$ cat config.mk
export PLATFORM = sky130hd
export DESIGN_NAME = intc_ctrl_flat
export DESIGN_NICKNAME = d
export VERILOG_FILES = /design/src/verilog/intc_pkg.sv /design/src/verilog/intc_link_if.sv /design/src/verilog/intc_ctrl.sv /design/src/flat_wrapper.sv
export SDC_FILE = /design/constraint.sdc
export NUM_CORES = 1
export LEC_CHECK = 0
export BUFFER_PORTS_ARGS = -buffer_cell sky130_fd_sc_hd__buf_2
export CAP_MARGIN = 10
export CORE_UTILIZATION = 48
export DETAILED_ROUTE_END_ITERATION = 6
export PLACE_DENSITY = 0.78
export SLEW_MARGIN = 20
export SYNTH_ARGS = -nofsm -noshare
export SYNTH_HDL_FRONTEND = slang
export SYNTH_SLANG_ARGS = --single-unit
$ cat constraint.sdc
create_clock -name hclk -period 2.3 [get_ports hclk]
set_clock_uncertainty 0.2 [all_clocks]
set_input_delay 0.46 -clock hclk [delete_from_list [all_inputs] [get_ports hclk]]
set_output_delay 0.46 -clock hclk [all_outputs]
set_load 0.1 [all_outputs]
$ cat src/verilog/intc_pkg.sv
// Purpose: Shared constants and types for the vectored interrupt controller and its core end.
// Assumes: Ten sources in fixed query order, two priority levels, 16-bit program counter.
// Notes: Flag bit 10 is the second serial flag; sources use bits 9:0.
`default_nettype none
package intc_pkg;
    localparam int NUM_SRC = 10;
    localparam int FLAG_W = 11;
    localparam int PIN_W = 14;
    localparam int SRC_W = 4;
    localparam int VEC_W = 16;
    localparam int EV_W = 3;
    localparam int ADDR_W = 8;
    // Source indices in query order
    localparam logic [SRC_W-1:0] SRC_EXT0 = 4'h0;
    localparam logic [SRC_W-1:0] SRC_TMR0 = 4'h1;
    localparam logic [SRC_W-1:0] SRC_EXT1 = 4'h2;
    localparam logic [SRC_W-1:0] SRC_TMR1 = 4'h3;
    localparam logic [SRC_W-1:0] SRC_UART = 4'h4;
    localparam logic [SRC_W-1:0] SRC_TMR2 = 4'h5;
    localparam logic [SRC_W-1:0] SRC_ADC = 4'h6;
    localparam logic [SRC_W-1:0] SRC_PWM = 4'h7;
    localparam logic [SRC_W-1:0] SRC_BTM = 4'h8;
    localparam logic [SRC_W-1:0] SRC_EXT2 = 4'h9;
    localparam logic [SRC_W-1:0] FLAG_UART_TX = 4'ha;
    localparam int GLOBAL_EN_BIT = 10;
    // Pin fields inside the 14-bit pin and edge-select vectors
    localparam int G0_LO = 0;
    localparam int G0_HI = 3;
    localparam int G1_LO = 4;
    localparam int G1_HI = 7;
    localparam int G2_LO = 8;
    localparam int G2_HI = 13;
    // Vectors indexed by source
    localparam logic [VEC_W-1:0] VEC_TAB [NUM_SRC] = '{16'h0003, 16'h000b, 16'h0013, 16'h001b, 16'h0023,
                                                       16'h002b, 16'h0033, 16'h0043, 16'h004b, 16'h0053};
    // Flags cleared by hardware on acceptance (all three externals, timers 0/1, pwm, base tick)
    localparam logic [FLAG_W-1:0] HW_CLR_MASK = 11'h38f;
    // Sources allowed to wake from stop
    localparam logic [NUM_SRC-1:0] WAKE_MASK = 10'h305;
    // In-service bit positions
    localparam int INS_LO = 0;
    localparam int INS_HI = 1;
    // Event status bits
    localparam int EV_WAKE = 0;
    localparam int EV_ACCEPT = 1;
    localparam int EV_RETURN = 2;
    // Register byte offsets
    localparam logic [ADDR_W-1:0] OFF_ENABLE = 8'h00;
    localparam logic [ADDR_W-1:0] OFF_PRIORITY = 8'h04;
    localparam logic [ADDR_W-1:0] OFF_RISE_SEL = 8'h08;
    localparam logic [ADDR_W-1:0] OFF_FALL_SEL = 8'h0c;
    localparam logic [ADDR_W-1:0] OFF_FLAGS = 8'h10;
    localparam logic [ADDR_W-1:0] OFF_IN_SERVICE = 8'h14;
    localparam logic [ADDR_W-1:0] OFF_EV_STATUS = 8'h18;
    localparam logic [ADDR_W-1:0] OFF_EV_CLEAR = 8'h1c;
    localparam logic [ADDR_W-1:0] OFF_EV_ENABLE = 8'h20;
    localparam logic [1:0] HTRANS_NONSEQ = 2'h2;
    localparam logic [1:0] HRESP_OKAY = 2'h0;
    // Core-end sequencer states, gray along the accept path
    typedef enum logic [1:0] {
        ST_IDLE = 2'h0,
        ST_PUSH = 2'h1,
        ST_LOAD = 2'h3
    } core_state_e;
endpackage
`default_nettype wire

$ cat src/verilog/intc_link_if.sv
// Purpose: Link between the interrupt controller and the core sequencer.
// Assumes: One clock; every signal driven from a flip-flop of its sender.
// Notes: ack, return_from_interrupt and instr_done are one-cycle pulses; req/vec/src/hi are levels.
`default_nettype none
interface intc_link_if
    import intc_pkg::*;
();
    logic req;
    logic hi;
    logic [SRC_W-1:0] src;
    logic [VEC_W-1:0] vec;
    logic ack;
    logic ack_hi;
    logic [SRC_W-1:0] ack_src;
    logic return_from_interrupt;
    logic instr_done;
    modport ctrl (output req, output hi, output src, output vec,
                  input ack, input ack_hi, input ack_src, input return_from_interrupt, input instr_done);
    modport core (input req, input hi, input src, input vec,
                  output ack, output ack_hi, output ack_src, output return_from_interrupt, output instr_done);
endinterface
`default_nettype wire

$ cat src/verilog/intc_ctrl.sv
// Purpose: Two-level vectored interrupt controller for ten sources, AHB-Lite configured.
// Assumes: Peripheral event inputs are one-cycle pulses synchronous to hclk; pins synchronous.
// Notes: Reads take one wait state; writes take none. Unmapped reads return zero.
`default_nettype none
module intc_ctrl
    import intc_pkg::*;
(
    input wire logic hclk,
    input wire logic hresetn,
    input wire logic hsel,
    input wire logic [31:0] haddr,
    input wire logic [1:0] htrans,
    input wire logic hwrite,
    input wire logic [2:0] hsize,
    input wire logic [31:0] hwdata,
    input wire logic hready,
    output logic hreadyout,
    output logic [1:0] hresp,
    output logic [31:0] hrdata,
    intc_link_if.ctrl link,
    input wire logic [G0_HI-G0_LO:0] ext_group0,
    input wire logic [G1_HI-G1_LO:0] ext_group1,
    input wire logic [G2_HI-G2_LO:0] ext_group2,
    input wire logic timer0_ovf,
    input wire logic timer1_ovf,
    input wire logic timer2_ovf,
    input wire logic uart_rx_done,
    input wire logic uart_tx_done,
    input wire logic adc_start,
    input wire logic adc_done,
    input wire logic pwm_period_pass,
    input wire logic base_tick_ovf,
    input wire logic stop_mode,
    output logic wake_req,
    output logic irq
);
    typedef struct packed {
        logic [FLAG_W-1:0] en;
        logic [NUM_SRC-1:0] pri;
        logic [PIN_W-1:0] rise;
        logic [PIN_W-1:0] fall;
        logic [FLAG_W-1:0] flag;
        logic [PIN_W-1:0] pin_prev;
        logic [1:0] ins;
        logic hold;
        logic req;
        logic hi;
        logic [SRC_W-1:0] src;
        logic [VEC_W-1:0] vec;
        logic wake;
        logic [EV_W-1:0] ev_stat;
        logic [EV_W-1:0] ev_en;
        logic irq;
        logic [ADDR_W-1:0] addr;
        logic wr;
        logic rd;
        logic rdy;
        logic [31:0] rdata;
    } ctrl_s;

    ctrl_s q;
    ctrl_s d;

    // Lowest set index of a request vector
    function automatic logic [SRC_W-1:0] first_set(input logic [NUM_SRC-1:0] v);
        logic [SRC_W-1:0] r;
        r = '0;
        for (int i = NUM_SRC - 1; i >= 0; i--)
        begin
            if (v[i])
            begin
                r = SRC_W'(i);
            end
        end
        return r;
    endfunction

    logic [PIN_W-1:0] pins;
    logic [PIN_W-1:0] edges;
    logic [FLAG_W-1:0] fset;
    logic [FLAG_W-1:0] fclr;
    logic [NUM_SRC-1:0] pend;
    logic [NUM_SRC-1:0] act;
    logic [NUM_SRC-1:0] act_hi;
    logic [NUM_SRC-1:0] act_lo;
    logic ok_hi;
    logic ok_lo;
    logic [EV_W-1:0] ev_set;
    logic [EV_W-1:0] ev_clr;
    logic [31:0] rd_word;

    // Flags, arbitration, events and bus slave
    always_comb
    begin
        d = q;
        pins = {ext_group2, ext_group1, ext_group0};
        edges = (pins & ~q.pin_prev & q.rise) | (~pins & q.pin_prev & q.fall);
        d.pin_prev = pins;

        fset = '0;
        fset[SRC_EXT0] = |edges[G0_HI:G0_LO];
        fset[SRC_EXT1] = |edges[G1_HI:G1_LO];
        fset[SRC_EXT2] = |edges[G2_HI:G2_LO];
        fset[SRC_TMR0] = timer0_ovf;
        fset[SRC_TMR1] = timer1_ovf;
        fset[SRC_TMR2] = timer2_ovf;
        fset[SRC_UART] = uart_rx_done;
        fset[FLAG_UART_TX] = uart_tx_done;
        fset[SRC_ADC] = adc_done;
        fset[SRC_PWM] = pwm_period_pass;
        fset[SRC_BTM] = base_tick_ovf;

        fclr = '0;
        // hardware clear on acceptance; excluded by mask
        if (link.ack)
        begin
            fclr[link.ack_src] = HW_CLR_MASK[link.ack_src];
        end
        if (adc_start)
        begin
            fclr[SRC_ADC] = 1'b1;
        end
        if (q.wr && q.addr == OFF_FLAGS)
        begin
            fclr = fclr | hwdata[FLAG_W-1:0];
        end
        d.flag = (q.flag & ~fclr) | fset;

        pend = q.flag[NUM_SRC-1:0];
        pend[SRC_UART] = q.flag[SRC_UART] | q.flag[FLAG_UART_TX];
        act = pend & q.en[NUM_SRC-1:0] & {NUM_SRC{q.en[GLOBAL_EN_BIT]}};
        act_hi = act & q.pri;
        act_lo = act & ~q.pri;
        ok_hi = (|act_hi) && !q.ins[INS_HI];
        ok_lo = (|act_lo) && (q.ins == 2'h0);

        // in-service bits: return clears highest, acceptance sets
        if (link.return_from_interrupt)
        begin
            if (q.ins[INS_HI])
            begin
                d.ins[INS_HI] = 1'b0;
            end
            else
            begin
                d.ins[INS_LO] = 1'b0;
            end
        end
        if (link.ack)
        begin
            d.ins[link.ack_hi ? INS_HI : INS_LO] = 1'b1;
        end
        if (link.instr_done)
        begin
            d.hold = 1'b0;
        end
        if (link.return_from_interrupt)
        begin
            d.hold = 1'b1;
        end

        d.hi = ok_hi;
        d.src = ok_hi ? first_set(act_hi) : first_set(act_lo);
        d.vec = VEC_TAB[d.src];
        d.req = !q.hold && !link.ack && !link.return_from_interrupt && (ok_hi || ok_lo);

        d.wake = stop_mode && (|(pend & q.en[NUM_SRC-1:0] & WAKE_MASK));

        // Sticky events, write-only clear
        ev_set = '0;
        ev_set[EV_WAKE] = d.wake && !q.wake;
        ev_set[EV_ACCEPT] = link.ack;
        ev_set[EV_RETURN] = link.return_from_interrupt;
        ev_clr = '0;
        if (q.wr && q.addr == OFF_EV_CLEAR)
        begin
            ev_clr = hwdata[EV_W-1:0];
        end
        d.ev_stat = (q.ev_stat & ~ev_clr) | ev_set;
        d.irq = |(d.ev_stat & q.ev_en);

        // Register writes in data phase
        d.wr = 1'b0;
        if (q.wr)
        begin
            case (q.addr)
                OFF_ENABLE: d.en = hwdata[FLAG_W-1:0];
                OFF_PRIORITY: d.pri = hwdata[NUM_SRC-1:0];
                OFF_RISE_SEL: d.rise = hwdata[PIN_W-1:0];
                OFF_FALL_SEL: d.fall = hwdata[PIN_W-1:0];
                OFF_EV_ENABLE: d.ev_en = hwdata[EV_W-1:0];
                default: d.en = q.en;
            endcase
        end

        // Read mux, sampled in the wait cycle
        case (q.addr)
            OFF_ENABLE: rd_word = 32'(q.en);
            OFF_PRIORITY: rd_word = 32'(q.pri);
            OFF_RISE_SEL: rd_word = 32'(q.rise);
            OFF_FALL_SEL: rd_word = 32'(q.fall);
            OFF_FLAGS: rd_word = 32'(q.flag);
            OFF_IN_SERVICE: rd_word = 32'(q.ins);
            OFF_EV_STATUS: rd_word = 32'(q.ev_stat);
            OFF_EV_ENABLE: rd_word = 32'(q.ev_en);
            default: rd_word = '0;
        endcase
        if (q.rd)
        begin
            d.rdata = rd_word;
            d.rd = 1'b0;
            d.rdy = 1'b1;
        end

        // Address phase capture
        if (hsel && htrans == HTRANS_NONSEQ && hready)
        begin
            d.addr = haddr[ADDR_W-1:0];
            d.wr = hwrite;
            d.rd = !hwrite;
            d.rdy = hwrite;
        end
    end

    // State register
    always_ff @(posedge hclk or negedge hresetn)
    begin
        if (!hresetn)
        begin
            q <= '0;
            q.rdy <= 1'b1;
        end
        else
        begin
            q <= d;
        end
    end

    // Outputs straight from flops; hresp tied to HRESP_OKAY
    assign hreadyout = q.rdy;
    assign hresp = HRESP_OKAY;
    assign hrdata = q.rdata;
    assign link.req = q.req;
    assign link.hi = q.hi;
    assign link.src = q.src;
    assign link.vec = q.vec;
    assign wake_req = q.wake;
    assign irq = q.irq;
endmodule // intc_ctrl
`default_nettype wire

$ cat src/flat_wrapper.sv
// flat-port wrapper written by rule: the top's interface ports become plain ports
module intc_ctrl_flat import intc_pkg::*;
  (hclk, hresetn, hsel, haddr, htrans, hwrite, hsize, hwdata, hready, hreadyout, hresp, hrdata, ext_group0, ext_group1, ext_group2, timer0_ovf, timer1_ovf, timer2_ovf, uart_rx_done, uart_tx_done, adc_start, adc_done, pwm_period_pass, base_tick_ovf, stop_mode, wake_req, irq, link_req, link_hi, link_src, link_vec, link_ack, link_ack_hi, link_ack_src, link_return_from_interrupt, link_instr_done);
  intc_link_if link_i ();
  input wire logic hclk;
  input wire logic hresetn;
  input wire logic hsel;
  input wire logic [31:0] haddr;
  input wire logic [1:0] htrans;
  input wire logic hwrite;
  input wire logic [2:0] hsize;
  input wire logic [31:0] hwdata;
  input wire logic hready;
  output logic hreadyout;
  output logic [1:0] hresp;
  output logic [31:0] hrdata;
  input wire logic [G0_HI-G0_LO:0] ext_group0;
  input wire logic [G1_HI-G1_LO:0] ext_group1;
  input wire logic [G2_HI-G2_LO:0] ext_group2;
  input wire logic timer0_ovf;
  input wire logic timer1_ovf;
  input wire logic timer2_ovf;
  input wire logic uart_rx_done;
  input wire logic uart_tx_done;
  input wire logic adc_start;
  input wire logic adc_done;
  input wire logic pwm_period_pass;
  input wire logic base_tick_ovf;
  input wire logic stop_mode;
  output logic wake_req;
  output logic irq;
  output wire logic [$bits(link_i.req)-1:0] link_req;
  output wire logic [$bits(link_i.hi)-1:0] link_hi;
  output wire logic [$bits(link_i.src)-1:0] link_src;
  output wire logic [$bits(link_i.vec)-1:0] link_vec;
  input wire logic [$bits(link_i.ack)-1:0] link_ack;
  input wire logic [$bits(link_i.ack_hi)-1:0] link_ack_hi;
  input wire logic [$bits(link_i.ack_src)-1:0] link_ack_src;
  input wire logic [$bits(link_i.return_from_interrupt)-1:0] link_return_from_interrupt;
  input wire logic [$bits(link_i.instr_done)-1:0] link_instr_done;
  assign link_req = link_i.req;
  assign link_hi = link_i.hi;
  assign link_src = link_i.src;
  assign link_vec = link_i.vec;
  assign link_i.ack = link_ack;
  assign link_i.ack_hi = link_ack_hi;
  assign link_i.ack_src = link_ack_src;
  assign link_i.return_from_interrupt = link_return_from_interrupt;
  assign link_i.instr_done = link_instr_done;
  intc_ctrl u_core (.hclk(hclk), .hresetn(hresetn), .hsel(hsel), .haddr(haddr), .htrans(htrans), .hwrite(hwrite), .hsize(hsize), .hwdata(hwdata), .hready(hready), .hreadyout(hreadyout), .hresp(hresp), .hrdata(hrdata), .link(link_i), .ext_group0(ext_group0), .ext_group1(ext_group1), .ext_group2(ext_group2), .timer0_ovf(timer0_ovf), .timer1_ovf(timer1_ovf), .timer2_ovf(timer2_ovf), .uart_rx_done(uart_rx_done), .uart_tx_done(uart_tx_done), .adc_start(adc_start), .adc_done(adc_done), .pwm_period_pass(pwm_period_pass), .base_tick_ovf(base_tick_ovf), .stop_mode(stop_mode), .wake_req(wake_req), .irq(irq));
endmodule
## After elaboration in Yosys (flattened, before gate mapping)

Memories as Yosys holds them, arrays and structs flattened. A register that Yosys moved wholly into a read port is not among the register bits.
Cells that the tools add are included.

| storage, ports and cells | value |
|---|---|
| input port bits | 106 |
| word-level logic and storage cells | 135 |
| ROM bits | 272 |
| output and inout bits | 59 |
| memories | 2 |
| bits in registers | 134 |

Memory list:

| memory | depth | width | read ports | clocked after memory_dff | write ports | line | RTL |
|---|---|---|---|---|---|---|---|
| (no name shown) | 16 | 16 | 1 | 1 | 0 | intc_ctrl.sv:164 | `d.vec = VEC_TAB[d.src];` |
| (no name shown) | 16 | 1 | 1 | 0 | 0 | intc_ctrl.sv:117 | `fclr[link.ack_src] = HW_CLR_MASK[link.ack_src];` |

| operators by class | value |
|---|---|
| reductions and logical operators | 37 |
| equality and inequality tests | 9 |
| muxes and demuxes | 39 |
| bitwise gates (word level) | 24 |
| order comparisons | 4 |

Operators with widths:

| cell | number |
|---|---|
| case mux 14 bit (8 select lines) | 1 |
| 2-to-1 mux 4 bit | 21 |
| AND 14 bit | 4 |
| AND 10 bit | 4 |
| 2-to-1 mux 33 bit | 1 |
| == test 8 x 5 -> 1 bit, second input constant | 4 |
| greater-or-equal comparator 32 x 1 -> 1 bit, second input constant | 1 |
| less-than comparator 32 x 3 -> 1 bit, second input constant | 1 |
| NOT 14 bit | 2 |
| AND 11 bit | 2 |
| 2-to-1 mux 11 bit | 2 |
| bitwise OR 11 bit | 2 |
| OR reduction 10 bit | 2 |
| == test 8 x 4 -> 1 bit, second input constant | 2 |
| bitwise OR 14 bit | 1 |
| logical AND 1 bit | 13 |
| OR reduction 4 bit | 3 |
| NOT 11 bit | 1 |
| NOT 10 bit | 1 |
| AND reduction 2 bit | 5 |
| == test 8 x 3 -> 1 bit, second input constant | 1 |
| == test 8 x 6 -> 1 bit, second input constant | 1 |
| zero test 8 bit | 1 |
| 2-to-1 mux 1 bit | 8 |
| 19 further kinds | 29 |

## Depth between registers and ports, before layout

| logic depth | value |
|---|---|
| depth in word-level cells | 16 |
| gate-level depth with buffers | 9 |
| depth with buffers taken out | 7 |

## Least setup slack after synthesis

Ideal clock, no wire load.

| timing path | value |
|---|---|
| kind | register to register |
| start point | register u_core.q[36] (netlist name) |
| end point | register u_core.q (netlist bit u_core.pend[2]) |
| setup time | 139 ps |
| setup slack | 26 ps |
| arrival | 1936 ps |
| period minus slack after synthesis | 2274 ps |
| stages on the path, launching flop included | 7 |
| buffers on the path | 1 |
| cells stage by stage | dfrtp_1 or4_4 nor2_4 and2_4 buf_6 a21oi_1 or4_1 |

RTL lines:

| item | line | RTL |
|---|---|---|
| start, declared | intc_ctrl.sv:61 | `ctrl_s q;` |

## Worst setup path after layout

| timing path | value |
|---|---|
| start point | register u_core.q[149] (netlist name) |
| end point | register u_core.link.vec[4] (netlist name) |

| on the way | value |
|---|---|
| word-level cells in the longest chain between the ends | 14 |

RTL lines:

| item | line | RTL |
|---|---|---|
| AND 10 bit * | intc_ctrl.sv:131 | `act = pend & q.en[NUM_SRC-1:0] & {NUM_SRC{q.en[GLOBAL_EN_BIT]}};` |
| AND 10 bit, on equally long branches | intc_ctrl.sv:133, intc_ctrl.sv:132 |  |
| 2-to-1 mux 4 bit (10 in series) | intc_ctrl.sv:70 | `if (v[i])` |
| 2-to-1 mux 4 bit * | intc_ctrl.sv:163 | `d.src = ok_hi ? first_set(act_hi) : first_set(act_lo);` |
| NOT 4 -> 5 bit (not written as such) * | intc_ctrl.sv:164 |  |

Mark *: on every way between the ends. The rest lies on a longest branch, timed or not.
A chain may end at the register's enable or synchronous reset.

==> qor.yml <==
ys.flop_type: "sky130_fd_sc_hd__dfrtp_1"
post-synth-top-area-cell: "sky130_fd_sc_hd__dfrtp_1"
initialDrtViolationCount: 399
maxCapViolations: 0
synth_enable_flop_cells: 0
hold_path_class: "input pin to flop"
num_rows: 40
htree_levels: 4
type_of_destination_of_the_critical_path: "flop"
diodes: 0
ios: 165
crit_start: "u_core.q[149]"
synth.top_cell.area_share_pct: 49.3
detailed_place_hpwl_um: 10800
path_depth: 8
synth.cell_area_um2: 6090
critical_path.max_fanout: 6
post_layout_instance_count_excluding_filler_cells: 847
worst_r2r_startpoint: "u_core.q[149]"
post_synth_mux_area_share_pct: 12.7
synth.cells.most_frequent: "120 x sky130_fd_sc_hd__dfrtp_1, 55 x sky130_fd_sc_hd__buf_4, 39 x sky130_fd_sc_hd__mux2_2"
max_stage_delay_ps: 490
holdPathStages: 2
core_region_area_um2: 12200
die_w_um: 115
drive_gt1_share_pct: 39.6
postRouteAntennaNets: 0
final-max-slew-violation-count: 0
numClockSinks: 121
synth-simple-area-share_pct: 13.2
timing.critical_path.required_ps: 2400
unrepaired_setup_endpoints_after_global_routing: "true"
synth.ff_latch_count: 121
status: "finished, violations left"
place.detailed.instances: 790
post_synth_main_area_contributors: "sky130_fd_sc_hd__dfrtp_1 49%, sky130_fd_sc_hd__mux2_2 7.2%, sky130_fd_sc_hd__buf_4 6.8%, sky130_fd_sc_hd__mux2_4 4.9%, sky130_fd_sc_hd__inv_1 2.3%"
synth_top_family_by_area: "compound AO/OA/AOI/OAI gates"
num-nets-final: 772
finalHoldViolCount: 0
power.leakage_nw: 3.59
ff2ff_setup_slack_ps: -30
grt_pass1_wl_um: 24500
synth-compound-area-share_pct: 13.6
clock_insertion_delay_worst_skew_ps: 410
post_synth_xor_area_fraction_pct: 0
grt_usage_pct: 24.8
grt_overflow: 0
startpoint_type_of_the_worst_setup_path: "flop"
async_flop_share_pct: 100
gp_congestion: 0.893
synthCells: 534
n_fill_cell: 936
hold-worst-slack_ps: 28.4
depth_of_the_worst_register_to_register_path: 8
largest_net_degree_at_the_start_of_global_routing: 52
ir_drop_v: 0.000755
vias_per_cell: 5.61
post_synth.cell_area_avg_um2: 11.4
yosysWarningCount: 0
crit_type: "flop to flop"
max_freq_ghz: 0.429
avgRoutedWirePerCell_um: 18.7
worstPathCellList: "buf_6 > and4b_1 > a41o_1 > and4bb_1 > buf_4 > a22oi_2 > or2_4 > o211a_1"
clk_path_buf_depth: 2
critical_path.n_buffers_inverters: 2
slew_at_the_pin_closest_to_its_max_slew_limit_ps: 544
final_critical_period_ps: 2330
hold_start: "hwrite"
die_h_um: 115
cts_tree: "done"
synth.distinct_cells: 64
slowest_cell_on_the_critical_path: "sky130_fd_sc_hd__dfrtp_2"
hold_end: "u_core.q[33]"
cts_root_buffer: "sky130_fd_sc_hd__clkbuf_16"
post-route-worst-setup-slack_ps: -33.5
dr.pass1.iters: 7
totalWireLength_um: 15800
violations: "negative setup slack"
post-synth-top-count-cell: "sky130_fd_sc_hd__dfrtp_1"
synth-seq-area-share_pct: 49.8
post_synthesis_to_final_layout_area_growth_pct: 27.0
initial_core_util_pct: 50.0
antenna_violations_before_repair: 0
post-route-period-util_pct: 101
total_power_divided_by_cell_area_nw_per_um2: 911
drcViolationCount: 0
grt_pass1_vias: 4797
worst_r2r_endpoint: "u_core.link.vec[4]"
cts_made_buffers: 17
total_chip_power_mw: 7.04
cp_top_family: "simple AND/OR/NAND/NOR gates"
setup_viol_count_final: 11
max-slew-margin-rel_pct: 63.6
via_count: 4751
synthAdderAreaFrac_pct: 0
numPortBuffers: 89
floorplan_die_area_um2: 13100
worst-endpoint-arrival_ps: 2430
clkSlewWorstSetupHoldPaths_ps: 50
-- state kept, by name (all words and copies together) (netlist names), 4 cells and up --
name / flops
u_core.hrdata: 14
u_core.link.src: 4
u_core.link.vec: 5
u_core.pend: 9
u_core.q: 84
-- layout by cell type, fill, tap and decap left out, types with 4 or more instances in the layout --
master	n
sky130_fd_sc_hd__clkbuf_16	18
sky130_fd_sc_hd__mux2_4	21
sky130_fd_sc_hd__a31o_2	4
sky130_fd_sc_hd__nand4_1	10
sky130_fd_sc_hd__and4_1	7
sky130_fd_sc_hd__clkinv_2	4
sky130_fd_sc_hd__a221oi_1	9
sky130_fd_sc_hd__inv_1	36
sky130_fd_sc_hd__a21o_1	6
sky130_fd_sc_hd__buf_2	88
sky130_fd_sc_hd__buf_12	4
sky130_fd_sc_hd__mux2_2	39
sky130_fd_sc_hd__nand3b_1	14
sky130_fd_sc_hd__bufinv_16	5
sky130_fd_sc_hd__a222oi_1	13
sky130_fd_sc_hd__dlygate4sd3_1	15
sky130_fd_sc_hd__nand3_1	9
sky130_fd_sc_hd__a22oi_1	7
sky130_fd_sc_hd__dfrtp_1	119
sky130_fd_sc_hd__conb_1	31
sky130_fd_sc_hd__o22ai_1	18
sky130_fd_sc_hd__o21ai_0	14
sky130_fd_sc_hd__nor2_1	15
sky130_fd_sc_hd__a21oi_1	8
sky130_fd_sc_hd__nor4_4	4
sky130_fd_sc_hd__buf_4	47
sky130_fd_sc_hd__nand2_1	31
-- power breakdown --
part           leakage (nW)  internal, mW  switching (mW)
Clock                 0.326          2.00           0.962
Sequential             1.42          2.31           0.141
Combinational          1.85         0.499            1.13
Total                  3.59          4.81            2.23
-- how the worst max path moves through the flow --
| stage | end |
|---|---|
| CTS | u_core.q[114] |
| floorplan | u_core.pend[2] |
| detailed placement | u_core.link.vec[6] |
| global placement | u_core.link.vec[3] |
| finish | u_core.link.vec[4] |
| global route | u_core.link.vec[4] |
-- cell type report --
class / instances / area [um2] / area share [%]
clock inverter: 12 / 195 / 2.53
timing repair buffer: 157 / 1070 / 13.9
sequential: 121 / 3030 / 39.2
tap: 168 / 210 / 2.72
clock buffer: 20 / 467 / 6.04
multi-input combinational: 332 / 2610 / 33.8
inverter: 37 / 139 / 1.80
-- timing repair --
| action | in CTS | in global routing |
|---|---|---|
| pin swaps | 7 | 16 |
| cloned | 0 | 1 |
| gates resized for setup | 12 | 14 |
| endpoints found under the setup margin | 19 | 41 |
| setup buffers | 1 | 9 |
| endpoints found under the hold margin | 44 | 0 |
| hold buffers | 15 | 0 |
-- through the flow --
stage / util, % / area [um2] / setup TNS, ps / setup slack, ps
final: 63.5 / 7730 / -82.5 / -33.5
after global routing: 63.5 / 7730 / -2260 / -127
after CTS: 62.5 / 7600 / 0 / 10.5
after detailed placement: 55.2 / 6720 / -295 / -74.0
after global placement: 55.2 / 6720 / -229 / -82.2
after floorplan: - / 6190 / 0 / 25.7
-- cell families (layout without fill, tap and decap cells) --
| kind of cell | Yosys count | count (layout) |
|---|---|---|
| buffers and inverters | 110 | 226 |
| and+or+nand+nor | 127 | 127 |
| other | 2 | 31 |
| AOI/OAI and AO/OA | 112 | 112 |
| muxes | 62 | 62 |
| DFF | 121 | 121 |
-- metal layers --
| layer | up-vias | routed length (um) | global-route usage [%] |
|---|---|---|---|
| met2 | 209 | 8160 | 42.3 |
| li1 | 2159 | - | - |
| met5 | - | 0 | 0 |
| met4 | 0 | 321 | 9.26 |
| met1 | 2351 | 6440 | 30.5 |
| met3 | 32 | 902 | 5.82 |
(Power assumes the default switching activity.)
